<file path="src/hdl/bcu_pkg.sv">
// constants, opcodes and state layout for the bit and carry instruction unit
// assumes one machine cycle per core_clk edge; operand fetch is done upstream
// Operation
// - bit set, clear, invert: 2 bytes, 1 cycle
// - jump on bit state: 3 bytes, 2 cycles
// - flags and carry settable, clearable, invertible, testable
// - 144 general flags: ram plus acc and b
// - mode bits reachable by bit address
// - add with carry updates carry; register form 1/1
// - subtract with borrow updates carry; indirect form 1/1
// - rotate left through carry, 1 byte 1 cycle
// - rotate right through carry, 1 byte 1 cycle
// - compare acc with direct, jump if unequal, 3/2
// - compare register with immediate, jump if unequal, 3/2
// - one-byte carry forms need no bit address
// - signed 8-bit displacement added to incremented pc
// - jump on bit then clear, same two-cycle instruction
package bcu_pkg;

  typedef enum logic [4:0] {
    BCU_OP_NOP        = 5'h00,
    BCU_OP_BIT_ONE    = 5'h01,
    BCU_OP_BIT_ZERO   = 5'h02,
    BCU_OP_BIT_INV    = 5'h03,
    BCU_OP_CY_ONE     = 5'h04,
    BCU_OP_CY_ZERO    = 5'h05,
    BCU_OP_CY_INV     = 5'h06,
    BCU_OP_JMP_ONE    = 5'h07,
    BCU_OP_JMP_ZERO   = 5'h08,
    BCU_OP_JMP_CLR    = 5'h09,
    BCU_OP_JMP_CY     = 5'h0a,
    BCU_OP_JMP_NCY    = 5'h0b,
    BCU_OP_ADD_CY     = 5'h0c,
    BCU_OP_SUB_BOR    = 5'h0d,
    BCU_OP_ROT_L      = 5'h0e,
    BCU_OP_ROT_R      = 5'h0f,
    BCU_OP_CMP_A_DIR  = 5'h10,
    BCU_OP_CMP_R_IMM  = 5'h11
  } bcu_op_t;

  typedef enum logic [1:0] {
    BCU_ST_IDLE  = 2'b01,
    BCU_ST_EXEC2 = 2'b10
  } bcu_state_t;

  // instruction lengths in bytes
  localparam logic [1:0] BCU_LEN_1 = 2'h1;
  localparam logic [1:0] BCU_LEN_2 = 2'h2;
  localparam logic [1:0] BCU_LEN_3 = 2'h3;

  // bit address map: below 0x80 is flag ram, above it register bytes
  localparam logic [4:0] BCU_BYTE_CTRL = 5'h11;  // bits 0x88..0x8f
  localparam logic [4:0] BCU_BYTE_PSW  = 5'h1a;  // bits 0xd0..0xd7
  localparam logic [4:0] BCU_BYTE_ACC  = 5'h1c;  // bits 0xe0..0xe7
  localparam logic [4:0] BCU_BYTE_B    = 5'h1e;  // bits 0xf0..0xf7
  localparam int unsigned BCU_RAM_BYTES = 16;

  // field positions
  localparam int unsigned BCU_PSW_CY      = 7;
  localparam int unsigned BCU_PSW_UFLAG0  = 5;
  localparam int unsigned BCU_CTRL_T0RUN  = 4;

  // reset values
  localparam logic [7:0] BCU_RST_BYTE   = 8'h00;
  localparam logic [15:0] BCU_RST_PC    = 16'h0000;

endpackage : bcu_pkg

</file>
<file path="src/hdl/bcu_alu.sv">
// byte arithmetic for the carry-affecting instructions
// assumes operands already fetched; purely combinational
`timescale 1ns/1ps
`default_nettype none
module bcu_alu (
  input  wire bcu_pkg::bcu_op_t op,
  input  wire logic [7:0]       acc,
  input  wire logic [7:0]       src,
  input  wire logic [7:0]       imm,
  input  wire logic             cy_in,
  output logic      [7:0]       res,
  output logic                  cy_out,
  output logic                  not_equal
);
  import bcu_pkg::*;

  logic [8:0] sum;
  logic [8:0] diff;
  logic [7:0] cmp_a;
  logic [7:0] cmp_b;

  always_comb begin
    sum    = {1'b0, acc} + {1'b0, src} + {8'h00, cy_in};
    diff   = {1'b0, acc} - {1'b0, src} - {8'h00, cy_in};
    // register form compares source with immediate, else acc with source
    cmp_a  = (op == BCU_OP_CMP_R_IMM) ? src : acc;
    cmp_b  = (op == BCU_OP_CMP_R_IMM) ? imm : src;
    not_equal = (cmp_a != cmp_b);
    res    = acc;
    cy_out = cy_in;
    case (op)
      BCU_OP_ADD_CY: begin
        res    = sum[7:0];
        cy_out = sum[8];
      end
      BCU_OP_SUB_BOR: begin
        res    = diff[7:0];
        cy_out = diff[8];
      end
      BCU_OP_ROT_L: begin
        res    = {acc[6:0], cy_in};
        cy_out = acc[7];
      end
      BCU_OP_ROT_R: begin
        res    = {cy_in, acc[7:1]};
        cy_out = acc[0];
      end
      BCU_OP_CMP_A_DIR, BCU_OP_CMP_R_IMM: begin
        cy_out = (cmp_a < cmp_b);
      end
      default: begin
        res    = acc;
        cy_out = cy_in;
      end
    endcase
  end

endmodule : bcu_alu
`default_nettype wire

</file>
<file path="src/hdl/bcu_core.sv">
// execution unit for single-bit instructions and carry-affecting byte ops
// assumes decode and operand fetch upstream; one machine cycle per core_clk edge
`timescale 1ns/1ps
`default_nettype none
module bcu_core (
  input  wire logic             core_clk,
  input  wire logic             sys_rst,
  input  wire logic             issue_valid,
  input  wire bcu_pkg::bcu_op_t issue_op,
  input  wire logic [7:0]       issue_bit,
  input  wire logic [7:0]       issue_src,
  input  wire logic [7:0]       issue_imm,
  input  wire logic [7:0]       issue_rel,
  input  wire logic [15:0]      issue_pc,
  output logic                  busy,
  output logic                  done,
  output logic      [1:0]       instr_len,
  output logic                  jump_taken,
  output logic      [15:0]      jump_target,
  output logic      [7:0]       acc,
  output logic      [7:0]       b_reg,
  output logic      [7:0]       psw,
  output logic      [7:0]       mode_ctrl,
  output logic                  carry,
  output logic                  user_flag_zero,
  output logic                  timer0_run_flag
);
  import bcu_pkg::*;

  typedef struct packed {
    bcu_state_t       st;
    logic [15:0][7:0] ram;
    logic [7:0]       acc;
    logic [7:0]       b;
    logic [7:0]       psw;
    logic [7:0]       ctrl;
    logic             busy;
    logic             done;
    logic [1:0]       len;
    logic             taken;
    logic             jmp_rep;
    logic [15:0]      target;
  } bcu_regs_t;

  localparam bcu_regs_t BCU_RST = '{
    st:     BCU_ST_IDLE,
    ram:    '0,
    acc:    BCU_RST_BYTE,
    b:      BCU_RST_BYTE,
    psw:    BCU_RST_BYTE,
    ctrl:   BCU_RST_BYTE,
    busy:   1'b0,
    done:   1'b0,
    len:    2'h0,
    taken:  1'b0,
    jmp_rep: 1'b0,
    target: BCU_RST_PC
  };

  bcu_regs_t regs_r;
  bcu_regs_t regs_nxt;

  logic [7:0] alu_res;
  logic       alu_cy;
  logic       alu_ne;

  // read one bit from the flat bit space; unmapped register bits read zero
  function automatic logic bit_get(input bcu_regs_t s, input logic [7:0] a);
    logic v;
    v = 1'b0;
    if (!a[7]) begin
      v = s.ram[a[6:3]][a[2:0]];
    end else begin
      case (a[7:3])
        BCU_BYTE_CTRL: v = s.ctrl[a[2:0]];
        BCU_BYTE_PSW:  v = s.psw[a[2:0]];
        BCU_BYTE_ACC:  v = s.acc[a[2:0]];
        BCU_BYTE_B:    v = s.b[a[2:0]];
        default:       v = 1'b0;
      endcase
    end
    return v;
  endfunction : bit_get

  // write one bit; writes to unmapped register bits are dropped
  function automatic bcu_regs_t bit_put(input bcu_regs_t s, input logic [7:0] a, input logic v);
    bcu_regs_t t;
    t = s;
    if (!a[7]) begin
      t.ram[a[6:3]][a[2:0]] = v;
    end else begin
      case (a[7:3])
        BCU_BYTE_CTRL: t.ctrl[a[2:0]] = v;
        BCU_BYTE_PSW:  t.psw[a[2:0]]  = v;
        BCU_BYTE_ACC:  t.acc[a[2:0]]  = v;
        BCU_BYTE_B:    t.b[a[2:0]]    = v;
        default:       t = s;
      endcase
    end
    return t;
  endfunction : bit_put

  // sign-extended displacement onto the incremented pc
  function automatic logic [15:0] rel_target(input logic [15:0] pc, input logic [7:0] rel);
    return pc + {{8{rel[7]}}, rel};
  endfunction : rel_target

  bcu_alu u_alu (
    .op        (issue_op),
    .acc       (regs_r.acc),
    .src       (issue_src),
    .imm       (issue_imm),
    .cy_in     (regs_r.psw[BCU_PSW_CY]),
    .res       (alu_res),
    .cy_out    (alu_cy),
    .not_equal (alu_ne)
  );

  always_comb begin
    logic bv;
    logic go;
    bv       = bit_get(regs_r, issue_bit);
    go       = issue_valid && !regs_r.busy;
    regs_nxt = regs_r;
    regs_nxt.done = 1'b0;
    regs_nxt.jmp_rep = 1'b0;
    case (regs_r.st)
      BCU_ST_IDLE: begin
        if (go) begin
          regs_nxt.taken  = 1'b0;
          regs_nxt.target = issue_pc;
          case (issue_op)
            BCU_OP_BIT_ONE: begin
              regs_nxt      = bit_put(regs_nxt, issue_bit, 1'b1);
              regs_nxt.len  = BCU_LEN_2;
              regs_nxt.done = 1'b1;
            end
            BCU_OP_BIT_ZERO: begin
              regs_nxt      = bit_put(regs_nxt, issue_bit, 1'b0);
              regs_nxt.len  = BCU_LEN_2;
              regs_nxt.done = 1'b1;
            end
            BCU_OP_BIT_INV: begin
              regs_nxt      = bit_put(regs_nxt, issue_bit, ~bv);
              regs_nxt.len  = BCU_LEN_2;
              regs_nxt.done = 1'b1;
            end
            BCU_OP_CY_ONE: begin
              regs_nxt.psw[BCU_PSW_CY] = 1'b1;
              regs_nxt.len  = BCU_LEN_1;
              regs_nxt.done = 1'b1;
            end
            BCU_OP_CY_ZERO: begin
              regs_nxt.psw[BCU_PSW_CY] = 1'b0;
              regs_nxt.len  = BCU_LEN_1;
              regs_nxt.done = 1'b1;
            end
            BCU_OP_CY_INV: begin
              regs_nxt.psw[BCU_PSW_CY] = ~regs_r.psw[BCU_PSW_CY];
              regs_nxt.len  = BCU_LEN_1;
              regs_nxt.done = 1'b1;
            end
            BCU_OP_JMP_ONE, BCU_OP_JMP_ZERO: begin
              // decision latched now, reported when the second cycle ends
              regs_nxt.taken = (issue_op == BCU_OP_JMP_ONE) ? bv : ~bv;
              regs_nxt.len   = BCU_LEN_3;
              regs_nxt.busy  = 1'b1;
              regs_nxt.st    = BCU_ST_EXEC2;
            end
            BCU_OP_JMP_CLR: begin
              regs_nxt.taken = bv;
              if (bv) begin
                regs_nxt = bit_put(regs_nxt, issue_bit, 1'b0);
              end
              regs_nxt.len  = BCU_LEN_3;
              regs_nxt.busy = 1'b1;
              regs_nxt.st   = BCU_ST_EXEC2;
            end
            BCU_OP_JMP_CY, BCU_OP_JMP_NCY: begin
              regs_nxt.taken = (issue_op == BCU_OP_JMP_CY) ? regs_r.psw[BCU_PSW_CY]
                                                           : ~regs_r.psw[BCU_PSW_CY];
              regs_nxt.len  = BCU_LEN_2;
              regs_nxt.busy = 1'b1;
              regs_nxt.st   = BCU_ST_EXEC2;
            end
            BCU_OP_ADD_CY, BCU_OP_SUB_BOR, BCU_OP_ROT_L, BCU_OP_ROT_R: begin
              regs_nxt.acc             = alu_res;
              regs_nxt.psw[BCU_PSW_CY] = alu_cy;
              regs_nxt.len             = BCU_LEN_1;
              regs_nxt.done            = 1'b1;
            end
            BCU_OP_CMP_A_DIR, BCU_OP_CMP_R_IMM: begin
              regs_nxt.psw[BCU_PSW_CY] = alu_cy;
              regs_nxt.taken = alu_ne;
              regs_nxt.len   = BCU_LEN_3;
              regs_nxt.busy  = 1'b1;
              regs_nxt.st    = BCU_ST_EXEC2;
            end
            default: begin
              regs_nxt.len  = BCU_LEN_1;
              regs_nxt.done = 1'b1;
            end
          endcase
          // a branch not taken reports the fall-through address
          if (regs_nxt.busy && regs_nxt.taken) begin
            regs_nxt.target = rel_target(issue_pc, issue_rel);
          end
        end
      end
      BCU_ST_EXEC2: begin
        // second machine cycle of every conditional jump
        regs_nxt.busy = 1'b0;
        regs_nxt.done = 1'b1;
        regs_nxt.st   = BCU_ST_IDLE;
        // registered so jump_taken rises with done, not during busy
        regs_nxt.jmp_rep = regs_r.taken;
      end
      default: begin
        regs_nxt = BCU_RST;
      end
    endcase
  end

  always_ff @(posedge core_clk or posedge sys_rst) begin
    if (sys_rst) begin
      regs_r <= BCU_RST;
    end else begin
      regs_r <= regs_nxt;
    end
  end

  // every output is a slice of the one state register
  always_comb begin
    busy            = regs_r.busy;
    done            = regs_r.done;
    instr_len       = regs_r.len;
    jump_taken      = regs_r.jmp_rep;
    jump_target     = regs_r.target;
    acc             = regs_r.acc;
    b_reg           = regs_r.b;
    psw             = regs_r.psw;
    mode_ctrl       = regs_r.ctrl;
    carry           = regs_r.psw[BCU_PSW_CY];
    user_flag_zero  = regs_r.psw[BCU_PSW_UFLAG0];
    timer0_run_flag = regs_r.ctrl[BCU_CTRL_T0RUN];
  end

endmodule : bcu_core
`default_nettype wire

</file>
<file path="config.mk">
export PLATFORM = sky130hd
export DESIGN_NAME = bcu_core
export DESIGN_NICKNAME = d
export VERILOG_FILES = /design/src/hdl/bcu_pkg.sv /design/src/hdl/bcu_alu.sv /design/src/hdl/bcu_core.sv
export SDC_FILE = /design/constraint.sdc
export NUM_CORES = 1
export LEC_CHECK = 0
export BUFFER_PORTS_ARGS = -buffer_cell sky130_fd_sc_hd__clkbuf_2
export CAP_MARGIN = 10
export CORE_MARGIN = 2
export CORE_UTILIZATION = 47
export DETAILED_ROUTE_END_ITERATION = 10
export PLACE_DENSITY = 0.73
export RECOVER_POWER = 25
export SLEW_MARGIN = 20
export SYNTH_ARGS = -nofsm -noshare
export SYNTH_HDL_FRONTEND = slang
export SYNTH_SLANG_ARGS = --single-unit
</file>
<file path="constraint.sdc">
create_clock -name core_clk -period 6.85 [get_ports core_clk]
set_input_delay 1.37 -clock core_clk [delete_from_list [all_inputs] [get_ports core_clk]]
set_output_delay 1.37 -clock core_clk [all_outputs]
set_load 0.005 [all_outputs]
</file>
Word level (Yosys, flattened, before mapping) --
Cells that the tools add are included.
Operators by class: equal/unequal tests 48, bitwise operators 15, muxes and demuxes 78, magnitude comparators 5, reductions and logical operators 22, $add $sub $neg 5
Operator list (number):
- $mux 130 | 5
- $mux 128 | 4
- $pmux 128 s4 | 1
- $pmux 160 s2 | 1
- $mux 54 | 4
- $mux 184 | 1
- $mux 182 | 1
- $and 128x128->128 | 1
- $bwmux 128 | 1
- $mux 8 | 16
- $not 128->128 | 1
- $or 128x128->128 | 1
- $pmux 17 s4 | 1
- $pmux 8 s4 | 2
- $pmux 15 s4 | 1
- $eq 5x4->1 const B | 8
- $pmux 8 s5 | 1
- $and 8x8->8 | 4
- $bmux 8 s4 | 1
- $bwmux 8 | 4
- $demux 8 s4 | 1
- $or 8x8->8 | 4
- $pmux 16 s2 | 1
- $eq 5x5->1 const B | 6
- 49 further kinds | 102
Word-level totals: flip-flop bits (word level) 184, input port bits 56, word-level logic and storage cells 201, output and inout port bits 56

Logic depth before layout (Yosys ltp) --
Gate-level depths: netlist (run 1).
word-level depth 18, depth in mapped cells 19, depth with buffers taken out 15

By module --
From an unflattened synthesis (run 1), not the netlist that was laid out.
Unflattened totals: cell total of the unflattened synthesis 1872, area, all modules 15832.7 µm²
By module, submodules not included:
- bcu_core | area each 14332.5 µm², cells an instance 1671, seq. area each 4605.7 µm², instances 1
- bcu_alu | area each 1500.2 µm², cells an instance 201, seq. area each 0.0 µm², instances 1

Worst setup path before layout (run 1) --
Ideal clock, no wire load.
path type input-to-reg, start point in issue_op[3], end point reg regs_r (netlist bit jump_target[12]), setup time 0.121 ns, path buffers 3, setup slack 2.324 ns, arrival time 4.405 ns, stages 16, required time 6.729 ns, cell sequence clkbuf_1 > nor2_1 > nand3_1 > clkbuf_1 > mux2i_1 > ha_1 > nand3_1 > nor2_1 > a21oi_1 > a31oi_1 > or2_2 > o41ai_1 > mux2_2 > buf_4 > mux2_2 > a22o_1
Between the ends: longest elaborated chain between the ends 10, elaborated cells between the ends (all ways) 30, classes of those cells eq/ne: 11; mux: 14; reduce/logical: 5
RTL lines:
- start: declaration | RTL line bcu_core.sv:9 | input wire bcu_pkg::bcu_op_t issue_op,
- $eq 5x5->1 | RTL line bcu_alu.sv:26, bcu_alu.sv:27, bcu_core.sv:132
- $mux 8 (on tied branches) | RTL line bcu_alu.sv:26, bcu_alu.sv:27
- $ne 8x8->1 | RTL line bcu_alu.sv:28 | not_equal = (cmp_a != cmp_b);
- $pmux 1 s7 | RTL line bcu_core.sv:132 | case (issue_op)
- $mux 1 | RTL line bcu_core.sv:129 | if (go) begin
- $mux 1 | RTL line bcu_core.sv:127 | case (regs_r.st)
- $logic_and 1x1->1 | RTL line bcu_core.sv:205 | if (regs_nxt.busy && regs_nxt.taken) begin
- $mux 16 (*) | RTL line bcu_core.sv:205
- $mux 184 (*) | RTL line bcu_core.sv:129
- $pmux 16 s2 (*) | RTL line bcu_core.sv:127
- end signal: assignment | RTL line bcu_core.sv:228 | regs_r <= regs_nxt;
- end: declaration | RTL line bcu_core.sv:60 | bcu_regs_t regs_r;
Every way passes the cells marked *; elsewhere a longest branch is shown, timed or not. The select of a mux whose other input is x is not followed. A chain may end at the register's enable or synchronous reset.

Final worst setup path (run 1) --
start point in issue_bit[4], end point reg regs_r[170] (netlist name)
Between the ends: longest elaborated chain between the ends 11, elaborated cells between the ends (all ways) 30, classes of those cells order compare: 2; eq/ne: 5; mux: 17; bitwise: 4; reduce/logical: 2
RTL lines:
- start: declaration | RTL line bcu_core.sv:10 | input wire logic [7:0] issue_bit,
- $bmux 8 s4, or another cell as far along | RTL line bcu_core.sv:72 | v = s.ram[a[6:3]][a[2:0]];
- $mux 8 (not written as such) or $logic_and 1x1->1 (tied branches) | RTL line bcu_core.sv:72, bcu_core.sv:90
- $bmux 1 s3 or $mux 8 (tied branches) | RTL line bcu_core.sv:72, bcu_core.sv:90
- $mux 1 (not written as such) or $demux 8 s4 (tied branches) | RTL line bcu_core.sv:72, bcu_core.sv:90
- $mux 1 or $not 128->128 (tied branches)
- $not 1->1 or $and 128x128->128 (tied branches)
- $bwmux 128 or $mux 128 (tied branches) | RTL line bcu_core.sv:90, bcu_core.sv:89
- $mux 128 or $mux 182 (tied branches) | RTL line bcu_core.sv:89, bcu_core.sv:172
- $pmux 128 s4 | RTL line bcu_core.sv:132
- $mux 184 | RTL line bcu_core.sv:129
- $pmux 160 s2 | RTL line bcu_core.sv:127
Parallel ways exist; a longest one is shown, timed or not. The select of a mux whose other input is x is not followed.

==> results.json, run 1 <==
{
  "status": "complete, but fails checks",
  "failed_checks": "max-capacitance violations, max-slew violations",
  "maxCapViolations": 1,
  "timing.final.crit_share": 0.800,
  "vdd_drop_max_uv": 218,
  "antenna_found_initial": 2,
  "yosysTopAreaCellShare": 0.346,
  "vias": 12300,
  "regArea_um2": 4610,
  "cp.depth": 10,
  "hold_buffers": 0,
  "clkTransAtPathRegs_ns": 0.09,
  "final_cells": 1887,
  "nets": 1602,
  "post_cts_resized": 0,
  "largest_reg_flops": 131,
  "root_buffer": "clkbuf_16",
  "yosys.area.top_type": "dfrtp_1",
  "avgSynthCellArea_um2": 8.82,
  "endpoint": "regs_r[170]",
  "syn_inst": 1502,
  "cts_buffers": 17,
  "ys_async_sr_fraction": 1.00,
  "dr.pass1.iters": 6,
  "drtIter0Drc": 1902,
  "worst_path_max_delay_cell": "nand3_1",
  "synthTopCellsByArea": "dfrtp_1 35%, o21ai_0 11%, a21oi_1 7.4%",
  "die_x_um": 172,
  "multi_input_area_um2": 7510,
  "port_buffers": 111,
  "worstSkewPairLatency_ns": 0.46,
  "startpoint": "issue_bit[4]",
  "hpwl_um": 26700,
  "ant_nets": 0,
  "place_ws_ns": 1.01,
  "htree_levels": 4,
  "fmax_mhz": 182,
  "place_area_um2": 13500,
  "totalWireLength_um": 40100,
  "start_util": 0.477,
  "final-setup-viol-count": 0,
  "die_y_um": 172,
  "power_density_nw_per_um2": 291,
  "crit_chain": "clkbuf_2 -> mux4_2 -> a221oi_1 -> nand4_1 -> a22oi_1 -> and4_4 -> o21ai_4 -> a21oi_4 -> nand3_1 -> o21ai_0",
  "crit_fanout": 26,
  "synth_area_um2": 13200,
  "cp.arrival_ns": 5.83,
  "rrSetupSlack_ns": 2.61,
  "cts_sinks": 184,
  "path_delay_family": "compound AO/OA/AOI/OAI gates",
  "vias_per_cell": 6.52,
  "route.detailed.drc": 0,
  "core_area_um2": 27800,
  "r2r_start": "acc[1]",
  "gp_congestion": 0.920,
  "relSlewSlack": -1.10,
  "area_growth_pct": 6.58,
  "post_cts_buffers": 0,
  "drive_gt1_frac": 0.161,
  "yosysUniqueCellTypes": 75,
  "regToRegEndpoint": "regs_r[170]",
  "synthFlopType": "dfrtp_1",
  "fin_ws_ns": 1.37,
  "fin_area_um2": 14100,
  "grtUsageTotal": 0.269,
  "avgRoutedWirePerCell_um": 21.3,
  "worstPathRequired_ns": 7.20,
  "power.leakage_uw": 0.00620,
  "period_minus_slack_ns": 5.48,
  "r2r_cells": 8,
  "cts_tree": "done",
  "ys_seq_elements": 184,
  "maxSlewViolCount": 143,
  "io_pins": 112,
  "synth_edf_count": 0,
  "critPathBufInv": 1,
  "clock_path_buffers": 2,
  "tightest_slew_ns": 3.15,
  "fin_tns_setup_ns": 0,
  "finalHoldViolCount": 0,
  "rsz0062_at_grt": "false",
  "layout_commonest_cell": "o21ai_0",
  "p_total_uw": 4110,
  "die_area_um2": 29500,
  "max_stage_delay_ns": 0.78,
  "grt_pass1_vias": 11600,
  "worstHoldPathType": "register to register",
  "grt_max_degree": 143,
  "rows": 61,
  "grt_first_pass_wirelength_um": 62800,
  "nFillCells": 2605,
  "synth_warnings": 0,
  "placed_cells": 1854,
  "fin_worst_skew_ns": 0.0197,
  "start_kind": "input port",
  "final_cell_mix": "282 x o21ai_0, 196 x a21oi_1, 183 x dfrtp_1",
  "gr-total-overflow": 0,
  "top_register": "regs_r",
  "ys_seq_area_frac": 0.348,
  "syn_nets": 1609,
  "end_kind": "register",
  "path_class": "input port to register"
}
==> stage by stage <==
step,hold slack [ns],utilization
after CTS,0.476,0.508
after global placement,0.444,0.486
final,0.477,0.508
after floorplan,0.430,-
after detailed placement,0.456,0.486
after global routing,0.512,0.508
==> logic make-up (layout without fill, tap and decap cells) <==
family,Yosys count,count (layout),share of synthesized area
buffers and inverters,199,205,0.0883
multiplexers,94,94,0.105
other,0,1,0
AO/OA/AOI/OAI,651,651,0.278
flip-flops,184,184,0.348
XOR/XNOR,28,28,0.0185
AND/OR/NAND/NOR,295,295,0.112
adder cells (fa/ha/maj),51,51,0.0510
==> cells in the mapped netlist, types with 4 or more instances <==
cell type	count
a211oi_1	11
a21o_1	7
a21oi_1	196
a22oi_1	14
a2bb2oi_1	4
a31oi_1	20
a32o_1	18
and2_1	9
and3_1	7
buf_1	8
buf_2	18
buf_4	72
buf_6	17
clkbuf_1	43
dfrtp_1	183
fa_1	5
ha_1	46
inv_1	39
mux2_2	12
mux2i_1	48
mux4_2	33
nand2_1	106
nand2b_1	14
nand3_1	24
nand4_1	6
nor2_1	62
nor2b_1	14
nor3_1	22
o211ai_1	8
o21a_1	4
o21ai_0	282
o21ai_1	43
o21bai_1	6
o22ai_1	4
or3b_2	4
xnor2_1	24
xor2_1	4
==> layout make-up <==
class / count / area share
multi-input cells: 1119 / 0.532
flip-flops and latches: 184 / 0.326
repair buffers: 134 / 0.0544
well taps: 378 / 0.0335
clock buffers: 18 / 0.0311
clock inverters: 14 / 0.0121
inverters: 39 / 0.0106
diodes: 1 / 0.000177
==> worst min-delay path by stage <==
stage	to	cells past startpoint	startpoint	slack (ns)
after floorplan	regs_r[17]	2	regs_r[17]	0.43
after CTS	regs_r[17]	2	regs_r[17]	0.48
after global routing	jump_target[8]	2	jump_target[8]	0.51
final	regs_r[17]	2	regs_r[17]	0.48
after detailed placement	regs_r[17]	2	regs_r[17]	0.46
after global placement	regs_r[17]	2	regs_r[17]	0.44
==> power breakdown <==
group / internal (uW) / switching (uW)
sequential: 1240 / 184
combinational: 650 / 1020
clock: 505 / 511
total: 2390 / 1720
==> worst reg2reg max path, delay by kind of cell (launching register included) <==
| kind | cells | cell delay [ns] |
|---|---|---|
| DFF | 1 | 0.54 |
| muxes | 2 | 0.84 |
| and+or+nand+nor | 3 | 1.49 |
| AOI/OAI and AO/OA | 3 | 1.28 |
==> routing by layer <==
| layer | GRT usage | routed length (um) | vias up |
|---|---|---|---|
| li1 | - | - | 5459 |
| met1 | 0.356 | 16100 | 5994 |
| met2 | 0.428 | 18700 | 726 |
| met3 | 0.0568 | 3790 | 116 |
| met4 | 0.117 | 1510 | 2 |
| met5 | 0 | 18 | - |
No activity file was read; power rests on OpenSTA's default activity.
==> inputs of run 2 (changes only) <==
Clock period 6.85 ns to 5.67 ns, I/O delays scaled along.
==> results.json, run 2 (synthesis results as in run 1) <==
{
  "status": "complete, but fails checks",
  "failed_checks": "max-capacitance violations, max-slew violations",
  "whs_path_depth": 2,
  "route.met2.wl_um": 18600,
  "grt_first_pass_wirelength_um": 62900,
  "vdd_drop_max_uv": 232,
  "relSlewSlack": -1.47,
  "clock_path_buffers": 2,
  "worst_path_max_delay_cell": "nand3_1",
  "wl_met3_um": 3520,
  "cp.arrival_ns": 4.97,
  "htree_levels": 4,
  "cts_buffers": 17,
  "r2r_cells": 8,
  "worstSkewPairLatency_ns": 0.45,
  "fmax_mhz": 213,
  "m1WireLength_um": 16200,
  "post_cts_resized": 0,
  "post_cts_buffers": 0,
  "grt_pass1_vias": 11600,
  "power.leakage_uw": 0.00623,
  "vias_per_cell": 6.42,
  "vias": 12200,
  "timing.final.crit_share": 0.828,
  "crit_fanout": 24,
  "cts_tree": "done",
  "regArea_um2": 4610,
  "gp_congestion": 0.924,
  "maxCapViolations": 1,
  "grt_max_degree": 185,
  "routed.top_layer": "met5",
  "nFillCells": 2617,
  "period_minus_slack_ns": 4.70,
  "power_density_nw_per_um2": 351,
  "top_register": "regs_r",
  "start_kind": "input port",
  "max_stage_delay_ns": 0.63,
  "maxSlewViolCount": 73,
  "die_y_um": 172,
  "gr-total-overflow": 0,
  "layout_commonest_cell": "o21ai_0",
  "final_cell_mix": "282 x o21ai_0, 196 x a21oi_1, 183 x dfrtp_1",
  "hpwl_um": 27000,
  "start_util": 0.477,
  "worstHoldPathType": "register to register",
  "end_kind": "register",
  "core_area_um2": 27800,
  "totalWireLength_um": 39800,
  "io_pins": 112,
  "path_class": "input port to register",
  "antenna_found_initial": 2,
  "worstPathRequired_ns": 5.94,
  "die_area_um2": 29500,
  "drtIter0Drc": 1806,
  "port_buffers": 111,
  "holdWs_ns": 0.468,
  "nets": 1613,
  "largest_reg_flops": 131,
  "rows": 61,
  "fin_worst_skew_ns": 0.0185,
  "hold_buffers": 0,
  "cts_sinks": 184,
  "area_growth_pct": 7.07,
  "ant_nets": 0,
  "clkTransAtPathRegs_ns": 0.07,
  "rsz0062_at_grt": "false",
  "tightest_slew_ns": 3.71,
  "final-setup-viol-count": 0,
  "finalHoldViolCount": 0,
  "dr.pass1.iters": 6,
  "rrSetupSlack_ns": 1.81,
  "crit_chain": "clkbuf_2 -> mux4_2 -> a221oi_1 -> nand4_1 -> a22oi_1 -> and4_4 -> o21ai_4 -> o211a_1 -> buf_4 -> nand3_1 -> o21ai_0",
  "root_buffer": "clkbuf_16",
  "die_x_um": 172,
  "fin_tns_setup_ns": 0,
  "multi_input_area_um2": 7500,
  "route.detailed.drc": 0,
  "drive_gt1_frac": 0.165,
  "grtUsageTotal": 0.270,
  "avgRoutedWirePerCell_um": 21.0
}
-- run 2: changes by cell type in the layout (fill, tap and decap cells not counted), sizes merged --
| cell | change |
|---|---|
| clkbuf | +1 |
| bufinv | +1 |
| inv | -3 |
| clkinvlp | +7 |
| buf | +10 |
| clkdlybuf4s25 | +1 |
| clkinv | -6 |
-- run 2: worst max-delay path: cells and delay by family --
| kind | cells | cell delay, ns |
|---|---|---|
| AND/OR/NAND/NOR | 3 | 1.15 |
| buffers and inverters | 2 | 0.78 |
| multiplexers | 1 | 0.60 |
| AO/OA/AOI/OAI | 5 | 1.32 |
-- run 2: per-stage QoR --
stage | setup slack, ns | utilization | total power (uW) | cells | cell area, um^2
2_1_floorplan | 1.38 | - | 3380 | 1502 | 13300
3_3_place_gp | 0.708 | 0.489 | 3720 | 1864 | 13600
3_5_place_dp | 0.592 | 0.489 | 3770 | 1864 | 13600
4_1_cts | 1.06 | 0.510 | 4970 | 1896 | 14200
5_1_grt | 0.594 | 0.510 | 5280 | 1897 | 14200
6_report | 0.975 | 0.510 | 4980 | 1898 | 14200
-- run 2: per-layer routing --
| layer | GRT usage | up-vias |
|---|---|---|
| met2 | 0.424 | 643 |
| met3 | 0.0508 | 111 |
| li1 | - | 5470 |
| met5 | 0 | - |
| met1 | 0.362 | 5952 |
| met4 | 0.127 | 2 |
-- run 2: final cells by class --
class / count / area share
clock buffer: 19 / 0.0312
sequential: 184 / 0.325
inverter: 39 / 0.0106
tap: 378 / 0.0333
timing repair buffer: 145 / 0.0613
clock inverter: 13 / 0.00962
antenna: 1 / 0.000176
multi-input combinational: 1119 / 0.529
-- run 2: power by group --
part           internal [uW]  switching [uW]  total (uW)
registers               1500             229        1720
logic                    818            1240        2060
clock network            630             566        1200
total                   2940            2030        4980
-- run 2: final timing paths --
| path | startpoint | endpoint |
|---|---|---|
| min in group asynchronous | sys_rst | jump_target[0] |
| min | regs_r[17] | regs_r[17] |
| max in group asynchronous | sys_rst | psw[3] |
| max reg2reg | acc[1] | regs_r[164] |
| min reg2reg | regs_r[17] | regs_r[17] |
| max | issue_bit[4] | regs_r[164] |
==> inputs of run 3 (changes only) <==
Settings changed: PLACE_DENSITY 0.73 to 0.76.
Clock period 5.67 ns to 4.12 ns, I/O delays scaled along.
==> results.json, run 3 (synthesis results as in run 1) <==
{
  "area_growth_pct": 10.7,
  "fin_tns_setup_ns": 0,
  "holdWs_ns": 0.472,
  "clock_path_buffers": 2,
  "final-setup-viol-count": 0,
  "port_buffers": 111,
  "die_x_um": 172,
  "layout_commonest_cell": "o21ai_0",
  "timing.final.crit_share": 0.934,
  "max_stage_delay_ns": 0.40,
  "finalHoldViolCount": 0,
  "maxCapViolations": 2,
  "whs_path_depth": 2,
  "hold_buffers": 0,
  "drtIter0Drc": 1713,
  "worstSkewPairLatency_ns": 0.45,
  "final_cells": 1955,
  "start_kind": "input port",
  "final_cell_mix": "282 x o21ai_0, 196 x a21oi_1, 183 x dfrtp_1",
  "route.detailed.drc": 0,
  "power.leakage_uw": 0.00654,
  "cts_buffers": 17,
  "top_register": "regs_r",
  "avgRoutedWirePerCell_um": 20.7,
  "relSlewSlack": -0.672,
  "ant_nets": 0,
  "path_class": "input port to register",
  "seq_power_share": 0.336,
  "crit_fanout": 28,
  "htree_levels": 4,
  "worstHoldPathType": "register to register",
  "die_area_um2": 29500,
  "crit_chain": "clkbuf_2 -> buf_4 -> mux4_2 -> a221oi_1 -> nand4_1 -> a22oi_1 -> nand4_1 -> a31o_1 -> o21ai_4 -> buf_12 -> buf_12 -> a21oi_1 -> o21ai_0 -> o21ai_0",
  "placed_cells": 1923,
  "rsz0062_at_grt": "false",
  "clkTransAtPathRegs_ns": 0.07,
  "dr.pass1.iters": 6,
  "maxSlewViolCount": 77,
  "cp.arrival_ns": 4.16,
  "internal-power_uw": 4110,
  "path_delay_family": "compound AO/OA/AOI/OAI gates",
  "grt_pass1_vias": 11700,
  "die_y_um": 172,
  "root_buffer": "clkbuf_16",
  "fin_worst_skew_ns": 0.0151,
  "r2r_cells": 12,
  "post_cts_buffers": 0,
  "critPathBufInv": 4,
  "grtUsageTotal": 0.275,
  "combPwrFrac": 0.432,
  "vdd_drop_max_uv": 338,
  "failed_checks": "max-capacitance violations, max-slew violations",
  "drive_gt1_frac": 0.194,
  "vias": 12600,
  "totalWireLength_um": 40500,
  "gr-total-overflow": 0,
  "cp.depth": 14,
  "status": "complete, but fails checks",
  "largest_reg_flops": 131,
  "grt_max_degree": 75,
  "post_cts_resized": 0,
  "fmax_mhz": 260,
  "nets": 1671,
  "core_area_um2": 27800,
  "n_antenna_cell": 0,
  "grt_first_pass_wirelength_um": 63900,
  "vias_per_cell": 6.43,
  "utilization": 0.528,
  "period_minus_slack_ns": 3.85,
  "start_util": 0.477,
  "end_kind": "register",
  "antenna_found_initial": 0,
  "clock_power_share": 0.232,
  "switchingPower_uw": 2850,
  "rows": 61,
  "swShare": 0.410,
  "power_density_nw_per_um2": 475,
  "cts_sinks": 184,
  "gp_congestion": 0.943,
  "hpwl_um": 28800,
  "worst_path_max_delay_cell": "a22oi_1",
  "io_pins": 112,
  "worstPathRequired_ns": 4.43,
  "cts_tree": "done",
  "tightest_slew_ns": 2.51
}
-- run 3: cell types whose count changed in the layout (fill, tap and decap cells not counted), sizes merged --
cell / before / now
clkinvlp: 8 / 3
buf: 33 / 89
diode: 1 / 0
clkdlybuf4s25: 1 / 0
inv: 43 / 47
clkinv: 0 / 3
clkbuf: 130 / 132
bufinv: 1 / 0
-- run 3: stage by stage --
stage | instance area [um^2] | worst slack, ns | power [uW]
after detailed placement | 14100 | -0.0548 | 5330
after global placement | 14100 | 0.0459 | 5240
final | 14700 | 0.271 | 6960
after floorplan | 13300 | 0.140 | 4650
after global routing | 14700 | 0.0588 | 7380
after CTS | 14700 | 0.368 | 6950
-- run 3: cell type report --
class                           instances  area [um^2]
Sequential cell                       184         4610
Multi-Input combinational cell       1119         7500
Timing Repair Buffer                  203         1360
Clock inverter                         14          133
Tap cell                              378          473
Inverter                               39          148
Clock buffer                           18          439
Fill cell                            2570        13100
-- run 3: path summary, 6_finish.rpt --
check | endpoint | from | slack, ns
setup / recovery | regs_r[144] | issue_bit[3] | 0.27
hold / removal | regs_r[17] | regs_r[17] | 0.47
setup reg to reg | regs_r[144] | regs_r[174] | 0.70
hold reg to reg | regs_r[17] | regs_r[17] | 0.47
max in group asynchronous | regs_r[76] | sys_rst | 0.77
min in group asynchronous | jump_target[2] | sys_rst | 0.48
-- run 3: per-layer routing --
metal | GRT usage | vias up | wire length, um
met3 | 0.0586 | 147 | 3510
met1 | 0.362 | 6151 | 16300
met5 | 0 | - | 0
met4 | 0.118 | 0 | 1590
met2 | 0.438 | 685 | 19000
li1 | - | 5591 | -
-- run 3: power groups by stage --
stage                     registers (uW)  clock network (uW)  logic [uW]
after CTS                           2330                1630        2980
final                               2340                1610        3010
after global routing                2370                1700        3320
after floorplan                     2260                   0        2390
after global placement              2360                   0        2890
after detailed placement            2370                   0        2970
-- run 3: worst register-to-register path: cells and delay by family, from the launching register on --
kind	cells	cell delay, ns
buffers and inverters	2	0.38
flip-flops	1	0.38
AO/OA/AOI/OAI	7	1.60
multiplexers	1	0.50
AND/OR/NAND/NOR	2	0.42
